[src/shared/mbt_pkg.sv]
package mbt_pkg;

	// ************************************************************
	// Instruction cycle timing
	// ************************************************************
	localparam int unsigned SYS_CLK_PER_ICYCLE = 4;
	localparam logic [1:0] PHASE_LAST = 2'(SYS_CLK_PER_ICYCLE - 1);

	// ************************************************************
	// Register byte offsets and memory window bit
	// ************************************************************
	localparam logic [8:0] OFS_INSTR = 9'h000;
	localparam logic [8:0] OFS_WORK = 9'h004;
	localparam logic [8:0] OFS_STATUS = 9'h008;
	localparam logic [8:0] OFS_PC = 9'h00c;
	localparam logic [8:0] OFS_CYC_LAST = 9'h010;
	localparam logic [8:0] OFS_CYC_TOTAL = 9'h014;
	localparam int unsigned MEM_WIN_BIT = 8;

	// ************************************************************
	// Instruction word fields
	// ************************************************************
	localparam int unsigned F_OP_LSB = 0;
	localparam int unsigned F_IMM_SEL = 5;
	localparam int unsigned F_TO_MEM = 6;
	localparam int unsigned F_BIT_LSB = 7;
	localparam int unsigned F_ADDR_LSB = 10;
	localparam int unsigned F_TARGET_LSB = 16;
	localparam int unsigned F_IMM_LSB = 24;

	// ************************************************************
	// Status bit positions
	// ************************************************************
	localparam int unsigned FLG_C = 0;
	localparam int unsigned FLG_HC = 1;
	localparam int unsigned FLG_Z = 2;
	localparam int unsigned FLG_OVF = 3;
	localparam int unsigned FLG_SGN = 4;
	localparam int unsigned FLG_CHZ = 5;
	localparam int unsigned STS_BUSY = 8;
	localparam int unsigned STS_SKIP = 9;

	// ************************************************************
	// Reset values, PCL address and sizes
	// ************************************************************
	localparam logic [7:0] WORK_RST = 8'h00;
	localparam logic [5:0] FLAGS_RST = 6'h00;
	localparam logic [11:0] PC_RST = 12'h000;
	localparam logic [6:0] PCL_ADDR = 7'h06;
	localparam int unsigned MEM_WORDS = 128;
	localparam int unsigned STACK_DEPTH = 8;

	typedef enum logic [4:0] {
		OP_SUM = 5'h00, OP_SUM_C = 5'h01, OP_MINUS = 5'h02, OP_MINUS_B = 5'h03,
		OP_BCD_ADJ = 5'h04, OP_CONJ = 5'h05, OP_DISJ = 5'h06, OP_EXCL = 5'h07,
		OP_INVERT = 5'h08, OP_STEP_UP = 5'h09, OP_STEP_DOWN = 5'h0a, OP_ROT_R = 5'h0b,
		OP_ROT_L = 5'h0c, OP_ROTC_R = 5'h0d, OP_ROTC_L = 5'h0e, OP_LOAD_W = 5'h0f,
		OP_STORE_M = 5'h10, OP_BIT_HIGH = 5'h11, OP_BIT_LOW = 5'h12, OP_SKIP_Z = 5'h13,
		OP_SKIP_NZ = 5'h14, OP_SKIP_BZ = 5'h15, OP_SKIP_BNZ = 5'h16, OP_SKIP_UPZ = 5'h17,
		OP_SKIP_DNZ = 5'h18, OP_JUMP = 5'h19, OP_CALL = 5'h1a, OP_EXIT = 5'h1b,
		OP_IEXIT = 5'h1c, OP_TABLE = 5'h1d, OP_NOTHING = 5'h1e
	} mbt_op_t;

	typedef enum logic [2:0] {
		ST_IDLE = 3'b001,
		ST_EXEC = 3'b010,
		ST_EXTRA = 3'b100
	} mbt_state_t;

endpackage : mbt_pkg

[src/logic/mbt_phase.sv]
`timescale 1ns/1ns
`default_nettype none
module mbt_phase (
	// Clock and reset
	input wire logic mclk,
	input wire logic arst_n,
	input wire logic ce,
	// Control
	input wire logic clear,
	// Timing
	output logic [1:0] phase_q,
	output logic cycle_end
);
	logic [1:0] phase_d;

	assign phase_d = clear ? 2'h0 : 2'(phase_q + 2'h1);
	assign cycle_end = ce & ~clear & (phase_q == mbt_pkg::PHASE_LAST);

	always_ff @(posedge mclk or negedge arst_n)
	begin
		if (!arst_n)
			phase_q <= 2'h0;
		else if (ce)
			phase_q <= phase_d;
	end
endmodule : mbt_phase
`default_nettype wire

[src/logic/mbt_alu.sv]
`timescale 1ns/1ns
`default_nettype none
module mbt_alu (
	// Operation
	input wire mbt_pkg::mbt_op_t op,
	input wire logic imm_sel,
	input wire logic to_mem,
	input wire logic [2:0] bit_idx,
	// Operands
	input wire logic [7:0] work,
	input wire logic [7:0] mem_val,
	input wire logic [7:0] imm,
	input wire logic [5:0] flags,
	// Results
	output logic [7:0] result,
	output logic [5:0] new_flags,
	output logic wr_work,
	output logic wr_mem,
	output logic skip
);
	logic is_sub;
	logic cin;
	logic [7:0] opnd;
	logic [7:0] b_eff;
	logic [8:0] sum9;
	logic [4:0] sum5;
	logic [7:0] sum8;
	logic [7:0] up;
	logic [7:0] down;
	logic [7:0] bit_mask;
	logic [8:0] bcd_lo;
	logic [8:0] bcd;
	logic dst_mem;

	assign opnd = imm_sel ? imm : mem_val;
	assign is_sub = (op == mbt_pkg::OP_MINUS) | (op == mbt_pkg::OP_MINUS_B);
	assign cin = (op == mbt_pkg::OP_SUM_C) | (op == mbt_pkg::OP_MINUS_B) ?
		flags[mbt_pkg::FLG_C] : is_sub;
	assign b_eff = is_sub ? ~opnd : opnd;
	assign sum9 = {1'b0, work} + {1'b0, b_eff} + {8'h00, cin};
	assign sum5 = {1'b0, work[3:0]} + {1'b0, b_eff[3:0]} + {4'h0, cin};
	assign sum8 = {1'b0, work[6:0]} + {1'b0, b_eff[6:0]} + {7'h00, cin};
	assign up = 8'(mem_val + 8'h01);
	assign down = 8'(mem_val - 8'h01);
	assign bit_mask = 8'(8'h01 << bit_idx);
	assign bcd_lo = (work[3:0] > 4'h9 || flags[mbt_pkg::FLG_HC]) ?
		9'({1'b0, work} + 9'h006) : {1'b0, work};
	assign bcd = (bcd_lo[7:4] > 4'h9 || bcd_lo[8] || flags[mbt_pkg::FLG_C]) ?
		9'(bcd_lo + 9'h060) : bcd_lo;
	assign dst_mem = to_mem & ~imm_sel;

	always_comb
	begin
		result = mem_val;
		new_flags = flags;
		wr_work = 1'b0;
		wr_mem = 1'b0;
		skip = 1'b0;
		case (op)
			mbt_pkg::OP_SUM, mbt_pkg::OP_SUM_C, mbt_pkg::OP_MINUS, mbt_pkg::OP_MINUS_B:
			begin
				result = sum9[7:0];
				wr_work = ~dst_mem;
				wr_mem = dst_mem;
				new_flags[mbt_pkg::FLG_C] = sum9[8];
				new_flags[mbt_pkg::FLG_HC] = sum5[4];
				new_flags[mbt_pkg::FLG_Z] = (sum9[7:0] == 8'h00);
				new_flags[mbt_pkg::FLG_OVF] = sum8[7] ^ sum9[8];
				new_flags[mbt_pkg::FLG_SGN] = sum9[7] ^ sum8[7] ^ sum9[8];
				if (is_sub)
					new_flags[mbt_pkg::FLG_CHZ] = (sum9[7:0] == 8'h00) &
						((op == mbt_pkg::OP_MINUS) | flags[mbt_pkg::FLG_CHZ]);
			end
			mbt_pkg::OP_BCD_ADJ:
			begin
				result = bcd[7:0];
				wr_mem = 1'b1;
				new_flags[mbt_pkg::FLG_C] = bcd[8] | flags[mbt_pkg::FLG_C];
			end
			mbt_pkg::OP_CONJ, mbt_pkg::OP_DISJ, mbt_pkg::OP_EXCL:
			begin
				result = (op == mbt_pkg::OP_CONJ) ? (work & opnd) :
					(op == mbt_pkg::OP_DISJ) ? (work | opnd) : (work ^ opnd);
				wr_work = ~dst_mem;
				wr_mem = dst_mem;
				new_flags[mbt_pkg::FLG_Z] = (result == 8'h00);
			end
			mbt_pkg::OP_INVERT, mbt_pkg::OP_STEP_UP, mbt_pkg::OP_STEP_DOWN:
			begin
				result = (op == mbt_pkg::OP_INVERT) ? ~mem_val :
					(op == mbt_pkg::OP_STEP_UP) ? up : down;
				wr_work = ~to_mem;
				wr_mem = to_mem;
				new_flags[mbt_pkg::FLG_Z] = (result == 8'h00);
			end
			mbt_pkg::OP_ROT_R, mbt_pkg::OP_ROT_L:
			begin
				result = (op == mbt_pkg::OP_ROT_R) ? {mem_val[0], mem_val[7:1]} :
					{mem_val[6:0], mem_val[7]};
				wr_work = ~to_mem;
				wr_mem = to_mem;
			end
			mbt_pkg::OP_ROTC_R, mbt_pkg::OP_ROTC_L:
			begin
				result = (op == mbt_pkg::OP_ROTC_R) ?
					{flags[mbt_pkg::FLG_C], mem_val[7:1]} :
					{mem_val[6:0], flags[mbt_pkg::FLG_C]};
				new_flags[mbt_pkg::FLG_C] = (op == mbt_pkg::OP_ROTC_R) ? mem_val[0] : mem_val[7];
				wr_work = ~to_mem;
				wr_mem = to_mem;
			end
			mbt_pkg::OP_LOAD_W:
			begin
				result = opnd;
				wr_work = 1'b1;
			end
			mbt_pkg::OP_STORE_M:
			begin
				result = work;
				wr_mem = 1'b1;
			end
			mbt_pkg::OP_BIT_HIGH, mbt_pkg::OP_BIT_LOW:
			begin
				result = (op == mbt_pkg::OP_BIT_HIGH) ? (mem_val | bit_mask) :
					(mem_val & ~bit_mask);
				wr_mem = 1'b1;
			end
			mbt_pkg::OP_SKIP_Z, mbt_pkg::OP_SKIP_NZ:
			begin
				skip = (mem_val == 8'h00) ^ (op == mbt_pkg::OP_SKIP_NZ);
				wr_work = ~to_mem & (op == mbt_pkg::OP_SKIP_Z);
			end
			mbt_pkg::OP_SKIP_BZ, mbt_pkg::OP_SKIP_BNZ:
				skip = ((mem_val & bit_mask) == 8'h00) ^ (op == mbt_pkg::OP_SKIP_BNZ);
			mbt_pkg::OP_SKIP_UPZ, mbt_pkg::OP_SKIP_DNZ:
			begin
				result = (op == mbt_pkg::OP_SKIP_UPZ) ? up : down;
				skip = (result == 8'h00);
				wr_work = ~to_mem;
				wr_mem = to_mem;
			end
			mbt_pkg::OP_EXIT, mbt_pkg::OP_IEXIT:
			begin
				result = imm;
				wr_work = imm_sel;
			end
			mbt_pkg::OP_TABLE:
			begin
				result = imm;
				wr_mem = 1'b1;
			end
			default:
				result = mem_val;
		endcase
	end
endmodule : mbt_alu
`default_nettype wire

[src/logic/mbt_core.sv]
// Implementation choices: the address map and the Avalon-MM slave port.
`timescale 1ns/1ns
`default_nettype none
module mbt_core (
	// Clock and reset
	input wire logic mclk,
	input wire logic arst_n,
	input wire logic ce,
	// Avalon-MM slave
	input wire logic [8:0] avs_address,
	input wire logic avs_read,
	input wire logic avs_write,
	input wire logic [31:0] avs_writedata,
	input wire logic [3:0] avs_byteenable,
	output logic [31:0] avs_readdata,
	output logic avs_waitrequest,
	// Core state
	output logic [7:0] working_register,
	output logic [5:0] status_flags,
	output logic [11:0] program_counter,
	output logic [1:0] clock_phase,
	output logic instr_busy
);
	// ************************************************************
	// State
	// ************************************************************
	mbt_pkg::mbt_state_t state_q;
	mbt_pkg::mbt_state_t state_d;
	logic [31:0] instr_q;
	logic [7:0] work_q;
	logic [5:0] flags_q;
	logic [11:0] pc_q;
	logic [11:0] pc_d;
	logic [2:0] sp_q;
	logic [11:0] stack_q [mbt_pkg::STACK_DEPTH];
	logic [7:0] mem_q [mbt_pkg::MEM_WORDS];
	logic [1:0] extra_q;
	logic [1:0] last_cyc_q;
	logic [31:0] total_cyc_q;
	logic skip_q;
	logic rd_ack_q;
	logic [31:0] rdata_q;

	// ************************************************************
	// Instruction decode
	// ************************************************************
	mbt_pkg::mbt_op_t op;
	logic imm_sel;
	logic to_mem;
	logic [2:0] bit_idx;
	logic [6:0] daddr;
	logic [11:0] target;
	logic [7:0] imm;
	logic [7:0] mem_val;
	logic pcl_sel;

	assign op = mbt_pkg::mbt_op_t'(instr_q[mbt_pkg::F_OP_LSB +: 5]);
	assign imm_sel = instr_q[mbt_pkg::F_IMM_SEL];
	assign to_mem = instr_q[mbt_pkg::F_TO_MEM];
	assign bit_idx = instr_q[mbt_pkg::F_BIT_LSB +: 3];
	assign daddr = instr_q[mbt_pkg::F_ADDR_LSB +: 7];
	assign target = instr_q[mbt_pkg::F_TARGET_LSB +: 12];
	assign imm = instr_q[mbt_pkg::F_IMM_LSB +: 8];
	assign pcl_sel = (daddr == mbt_pkg::PCL_ADDR);
	assign mem_val = pcl_sel ? pc_q[7:0] : mem_q[daddr];

	// ************************************************************
	// Arithmetic and cycle timing
	// ************************************************************
	logic [7:0] result;
	logic [5:0] new_flags;
	logic wr_work;
	logic wr_mem;
	logic skip;
	logic cycle_end;
	logic start;

	mbt_alu u_alu (
		.op(op),
		.imm_sel(imm_sel),
		.to_mem(to_mem),
		.bit_idx(bit_idx),
		.work(work_q),
		.mem_val(mem_val),
		.imm(imm),
		.flags(flags_q),
		.result(result),
		.new_flags(new_flags),
		.wr_work(wr_work),
		.wr_mem(wr_mem),
		.skip(skip)
	);

	mbt_phase u_phase (
		.mclk(mclk),
		.arst_n(arst_n),
		.ce(ce),
		.clear(start),
		.phase_q(clock_phase),
		.cycle_end(cycle_end)
	);

	// ************************************************************
	// Bus decode
	// ************************************************************
	logic busy;
	logic wr_ok;
	logic mem_win;
	logic [6:0] win_addr;
	logic sel_instr;
	logic sel_work;
	logic sel_status;
	logic sel_pc;
	logic [31:0] rd_mux;

	assign busy = (state_q != mbt_pkg::ST_IDLE);
	assign avs_waitrequest = ~ce | (avs_read & ~rd_ack_q) | (avs_write & busy);
	assign wr_ok = ce & avs_write & ~busy;
	assign mem_win = avs_address[mbt_pkg::MEM_WIN_BIT];
	assign win_addr = avs_address[8:2];
	assign sel_instr = ~mem_win & (avs_address == mbt_pkg::OFS_INSTR);
	assign sel_work = ~mem_win & (avs_address == mbt_pkg::OFS_WORK);
	assign sel_status = ~mem_win & (avs_address == mbt_pkg::OFS_STATUS);
	assign sel_pc = ~mem_win & (avs_address == mbt_pkg::OFS_PC);
	assign start = wr_ok & sel_instr;
	assign rd_mux = mem_win ? {24'h000000, mem_q[win_addr]} :
		sel_instr ? instr_q :
		sel_work ? {24'h000000, work_q} :
		sel_status ? {22'h0, skip_q, busy, 2'h0, flags_q} :
		sel_pc ? {20'h00000, pc_q} :
		(avs_address == mbt_pkg::OFS_CYC_LAST) ? {30'h0, last_cyc_q} :
		(avs_address == mbt_pkg::OFS_CYC_TOTAL) ? total_cyc_q : 32'h00000000;

	function automatic logic [31:0] merge(input logic [31:0] old, input logic [31:0] nw,
		input logic [3:0] be);
		logic [31:0] m;
		m = old;
		for (int i = 0; i < 4; i++)
			if (be[i])
				m[i*8 +: 8] = nw[i*8 +: 8];
		return m;
	endfunction : merge

	// ************************************************************
	// Commit of the first instruction cycle
	// ************************************************************
	logic commit;
	logic base_two;
	logic pcl_hit;
	logic skip_eff;
	logic [1:0] extra;
	logic [11:0] pc_next;
	logic [11:0] pc_skip;
	logic [2:0] sp_prev;
	logic [31:0] pc_wr;
	logic [31:0] work_wr;
	logic [31:0] flags_wr;

	assign commit = cycle_end & (state_q == mbt_pkg::ST_EXEC);
	assign base_two = (op == mbt_pkg::OP_JUMP) | (op == mbt_pkg::OP_CALL) |
		(op == mbt_pkg::OP_EXIT) | (op == mbt_pkg::OP_IEXIT) | (op == mbt_pkg::OP_TABLE);
	assign pcl_hit = wr_mem & pcl_sel;
	assign skip_eff = skip & ~pcl_hit;
	assign extra = 2'({1'b0, base_two} + {1'b0, pcl_hit | skip_eff});
	assign pc_next = 12'(pc_q + 12'h001);
	assign pc_skip = 12'(pc_q + 12'h002);
	assign sp_prev = 3'(sp_q - 3'h1);
	assign pc_wr = merge({20'h00000, pc_q}, avs_writedata, avs_byteenable);
	assign work_wr = merge({24'h000000, work_q}, avs_writedata, avs_byteenable);
	assign flags_wr = merge({26'h0, flags_q}, avs_writedata, avs_byteenable);

	always_comb
	begin
		pc_d = pc_next;
		if (pcl_hit)
			pc_d = {pc_q[11:8], result};
		else if ((op == mbt_pkg::OP_JUMP) || (op == mbt_pkg::OP_CALL))
			pc_d = target;
		else if ((op == mbt_pkg::OP_EXIT) || (op == mbt_pkg::OP_IEXIT))
			pc_d = stack_q[sp_prev];
		else if (skip_eff)
			pc_d = pc_skip;
	end

	always_comb
	begin
		state_d = state_q;
		case (state_q)
			mbt_pkg::ST_IDLE:
				if (start)
					state_d = mbt_pkg::ST_EXEC;
			mbt_pkg::ST_EXEC:
				if (cycle_end)
					state_d = (extra == 2'h0) ? mbt_pkg::ST_IDLE : mbt_pkg::ST_EXTRA;
			mbt_pkg::ST_EXTRA:
				if (cycle_end && (extra_q == 2'h1))
					state_d = mbt_pkg::ST_IDLE;
			default:
				state_d = mbt_pkg::ST_IDLE;
		endcase
	end

	// ************************************************************
	// Sequencer and registers
	// ************************************************************
	always_ff @(posedge mclk or negedge arst_n)
	begin
		if (!arst_n)
		begin
			state_q <= mbt_pkg::ST_IDLE;
			extra_q <= 2'h0;
			skip_q <= 1'b0;
		end
		else if (ce)
		begin
			state_q <= state_d;
			if (commit)
			begin
				extra_q <= extra;
				skip_q <= skip_eff;
			end
			else if (cycle_end)
				extra_q <= 2'(extra_q - 2'h1);
		end
	end

	// ************************************************************
	// Cycle statistics
	// ************************************************************
	logic count_cycle;

	// Phase runs free while idle; only busy cycles are counted
	assign count_cycle = cycle_end & busy;

	always_ff @(posedge mclk or negedge arst_n)
	begin
		if (!arst_n)
		begin
			last_cyc_q <= 2'h0;
			total_cyc_q <= 32'h00000000;
		end
		else if (ce)
		begin
			if (commit)
				last_cyc_q <= 2'(extra + 2'h1);
			if (count_cycle)
				total_cyc_q <= 32'(total_cyc_q + 32'h00000001);
		end
	end

	always_ff @(posedge mclk or negedge arst_n)
	begin
		if (!arst_n)
		begin
			instr_q <= 32'h00000000;
			work_q <= mbt_pkg::WORK_RST;
			flags_q <= mbt_pkg::FLAGS_RST;
			pc_q <= mbt_pkg::PC_RST;
		end
		else if (ce)
		begin
			if (start)
				instr_q <= avs_writedata;
			if (commit)
			begin
				pc_q <= pc_d;
				flags_q <= new_flags;
				if (wr_work)
					work_q <= result;
			end
			else if (wr_ok && sel_work)
				work_q <= work_wr[7:0];
			else if (wr_ok && sel_status)
				flags_q <= flags_wr[5:0];
			else if (wr_ok && sel_pc)
				pc_q <= pc_wr[11:0];
		end
	end

	always_ff @(posedge mclk or negedge arst_n)
	begin
		if (!arst_n)
			sp_q <= 3'h0;
		else if (ce && commit)
		begin
			if (op == mbt_pkg::OP_CALL)
				sp_q <= 3'(sp_q + 3'h1);
			else if ((op == mbt_pkg::OP_EXIT) || (op == mbt_pkg::OP_IEXIT))
				sp_q <= sp_prev;
		end
	end

	// Storage arrays hold data only, no reset
	always_ff @(posedge mclk)
	begin
		if (ce)
		begin
			if (commit && (op == mbt_pkg::OP_CALL))
				stack_q[sp_q] <= pc_next;
			if (commit && wr_mem && !pcl_sel)
				mem_q[daddr] <= result;
			else if (wr_ok && mem_win && avs_byteenable[0])
				mem_q[win_addr] <= avs_writedata[7:0];
		end
	end

	always_ff @(posedge mclk or negedge arst_n)
	begin
		if (!arst_n)
		begin
			rd_ack_q <= 1'b0;
			rdata_q <= 32'h00000000;
		end
		else if (ce)
		begin
			rd_ack_q <= avs_read & ~rd_ack_q;
			if (avs_read && !rd_ack_q)
				rdata_q <= rd_mux;
		end
	end

	assign avs_readdata = rdata_q;
	assign working_register = work_q;
	assign status_flags = flags_q;
	assign program_counter = pc_q;
	assign instr_busy = busy;
endmodule : mbt_core
`default_nettype wire

[config.mk]
export PLATFORM = sky130hd
export DESIGN_NAME = mbt_core
export DESIGN_NICKNAME = d
export VERILOG_FILES = /design/src/shared/mbt_pkg.sv /design/src/logic/mbt_phase.sv /design/src/logic/mbt_alu.sv /design/src/logic/mbt_core.sv
export SDC_FILE = /design/constraint.sdc
export NUM_CORES = 2
export LEC_CHECK = 0
export BUFFER_PORTS_ARGS = -buffer_cell sky130_fd_sc_hd__buf_4
export CORE_MARGIN = 2
export CORE_UTILIZATION = 40
export CTS_CLUSTER_DIAMETER = 100
export CTS_CLUSTER_SIZE = 40
export DETAILED_ROUTE_END_ITERATION = 6
export PLACE_DENSITY_LB_ADDON = 0.12
export SYNTH_ARGS = -nofsm -noshare
export SYNTH_HDL_FRONTEND = slang
export SYNTH_SLANG_ARGS = --single-unit
[constraint.sdc]
create_clock -name mclk -period 16.38 [get_ports mclk]
set_input_delay 2.457 -clock mclk [delete_from_list [all_inputs] [get_ports mclk]]
set_output_delay 2.457 -clock mclk [all_outputs]
set_load 0.02 [all_outputs]
==> run metrics <==
run status finished, final reports clean; gr ovfl total 0; Pwr Density 114.5 mW/mm^2; number of gates given a new drive strength after cts 0; DRC violations left 0; vias in the first global route about 34k; prevailing post-synth register cell edfxtp_1; kind of launch point of the worst setup path flip-flop; clock latency on the worst-skew pair 730 ps; post-synthesis sequential area ratio 62.94%; number of hold buffers added after cts 0; number of sinks driven by the clock tree 1256; clk buf depth 3; Post-CTS Setup Repair Bufs 0; Hold/Removal Path Class reg2reg; total die area ~0.15 mm^2; worst slack, placed about 6300 ps; starting density of the core roughly 40%; static leakage ~20 nW; Final nets ~3.8k; CTS tree yes; final cell area excluding filler cells 0.06344 mm^2; CTS Buf Count 47; number of flops mapped to enable cells by yosys 1120; number of antenna violations at the first check in global routing 3; area growth from synthesis to layout 7.807%; Layout Utilization 43.48%; most common cell after layout, fill and taps aside edfxtp_1; data required time at the worst endpoint around 17000 ps; number of levels in the clock H-tree 2; area of all sequential standard cells 0.03705 mm^2; Post-Synthesis Cells between 3k and 4k; maximum number of pins on one net before global-route repair ~110; commonest non-fill, non-tap cells in the layout 1120 x edfxtp_1, 369 x mux4_2, 240 x nor2_1, 232 x nand2_1, 216 x mux2i_1; total power draw around 7.3 mW; Netlist cell types roughly 100; Tightest Pin Transition about 1300 ps; global-route wire length before repair 258.6 mm; cell repeated most along the worst path buf_4; Final min period 10380 ps; Crit Path Class reg2reg; relative max-transition margin 15.10%; Setup TNS Final 0 ps; max_cap viols 0; register bit count reported by yosys between 1k and 1.5k; cell type of the slowest stage on the worst timing path o21ai_0; RSZ-0062 raised after global routing no; slack of the critical path roughly 6000 ps; Async SR Flop Fraction 10.83%; detailed-router iteration count before antenna repair 5; cell area after synthesis a little under 0.06 mm^2; vertical extent of the die between 300 and 400 um; worst setup skew after layout roughly 94 ps; CP max FO 72; Std-Cell Core Area about 0.15 mm^2; final clock period utilization by the worst path ~63%; placer congestion estimate 0.9022; critical path endpoint category flip-flop; Routed wire per std cell approximately 32 um; area of placed instances 0.06168 mm^2; multi-input logic area 0.02035 mm^2; First DRT Iteration DRCs slightly below 4k; achievable clock frequency 0.09632 GHz; average size of a mapped cell 15.87 um^2; number of vias in the routed layout 34.95k; peak ir drop on the vdd network 106.1 uV; count of final max-slew check failures 0; Routed Antenna Nets 0; final hold violation count 0; HPWL after detailed placement approximately 120 mm; total of endpoints with negative setup slack in the final report 0; number of placed I/O pins 112; Die Wd 387.6 um; Worst path max stage delay between 900 and 1000 ps; I/O Buffers 109; total global-route track usage a little under a quarter; clock root buffer clkbuf_16; Data arrival, critical path about 11000 ps; Routed Wire Length 180.6 mm; standard-cell row count between 100 and 150; Ys Warns 0; share of final-layout standard cells stronger than drive strength 1 21.16%; clock slew at the register clock pins of the worst setup and hold paths about 130 ps; average vias per placed instance between 6 and 7; count of fill cells added during filler insertion between 10k and 15k
[logic make-up after synthesis]
| family | Yosys count | share of synthesized area (%) |
|---|---|---|
| flops | 1256 | 62.94 |
| mux | 650 | 19.06 |
| buf+inv | 307 | 2.781 |
| fa+ha+maj | 39 | 0.8547 |
| xor+xnor | 78 | 1.161 |
| other cells | 1 | 0.006372 |
| compound gates | 613 | 7.206 |
| simple gates | 764 | 5.996 |
[metrics by stage]
step	hold WS, ps	instances
global route	513.7	5674
finish	484.9	5677
global placement	456.2	5591
floorplan	442.5	3715
detailed placement	465.7	5591
CTS	487.6	5674
[final timing paths]
| kind | from | depth (start not counted) | end | slack (ps) |
|---|---|---|---|---|
| min in group asynchronous | arst_n | 1 | instr_q[20] | 1780 |
| worst min-delay path | total_cyc_q[31] | 1 | total_cyc_q[31] | 480 |
| worst max-delay path | instr_q[10] | 25 | mem_q[46][6] | 6000 |
| max in group asynchronous | arst_n | 2 | instr_q[10] | 13180 |
| worst min register to register | total_cyc_q[31] | 1 | total_cyc_q[31] | 480 |
| worst max register to register | instr_q[10] | 25 | mem_q[46][6] | 6000 |
[final cells by class]
cell class,instances,area share (%)
timing repair buffer,213,2.643
tap,1917,3.781
clock inverter,31,0.8697
sequential,1256,58.40
clock buffer,52,1.899
multi-input combinational,2152,32.08
antenna,3,0.01183
inverter,53,0.3136
[power by group]
| part | internal, mW | switching [mW] |
|---|---|---|
| combinational | 0.313 | 0.998 |
| clock | 0.654 | 1.09 |
| sequential | 4.11 | 0.104 |
| total | 5.07 | 2.19 |
[routing by layer]
metal  up-vias  part of all wire [%]  GRT usage (%)
li1      14870                     -              -
met3       204                   6.5          3.051
met4         2                   2.8          6.193
met2      1308                    48          38.95
met1     18570                    43          33.58
met5         -                0.0066              0
[flip-flops by register name, indices dropped and copies added (netlist names)]
signal	flops
avs_readdata	32
stack_q	96
total_cyc_q	32
mem_q	1024
program_counter	12
rd_ack_q	1
instr_q	32
state_q	3
extra_q	2
working_register	8
last_cyc_q	2
status_flags	6
sp_q	3
skip_q	1
u_phase.phase_q	2
[synthesized netlist by cell type (all sizes together), types with 12 or more instances]
cell	number	area, um^2
or3	14	87.58
nor2b	20	125.1
o21a	15	112.6
nand3	81	405.4
a211oi	21	172.7
a21o	14	105.1
nand2b	17	106.4
a2111oi	12	117.6
mux2	64	720.7
o21ai	144	724.4
and3	21	131.4
and2	19	118.9
nor2	244	918.4
o31ai	12	90.09
a22oi	77	578.1
a221oi	27	249.0
a22o	20	175.2
a21oi	102	514.2
mux4	369	8310
nand2	237	889.6
mux2i	217	2185
dfrtp	135	3378
inv	51	191.4
nand4	23	150.1
buf	110	897.1
o221ai	14	122.6
o22ai	36	231.5
nor3	42	215.2
ha	37	462.9
xnor2	54	473.0
clkbuf	144	540.5
edfxtp	1120	33630
xor2	24	210.2
a31oi	22	137.6
o211ai	15	112.6
[critical path, delay by kind of cell, from the launching register on]
family                     cells  cell delay (ps)
AOI/OAI and AO/OA             13             4400
xor gates and xnor gates       2              370
adders and majority gates      1              450
buffers and inverters          4             1890
DFF                            1              890
muxes                          1              580
and+or+nand+nor                4             1020
(Power assumes the default switching activity.)
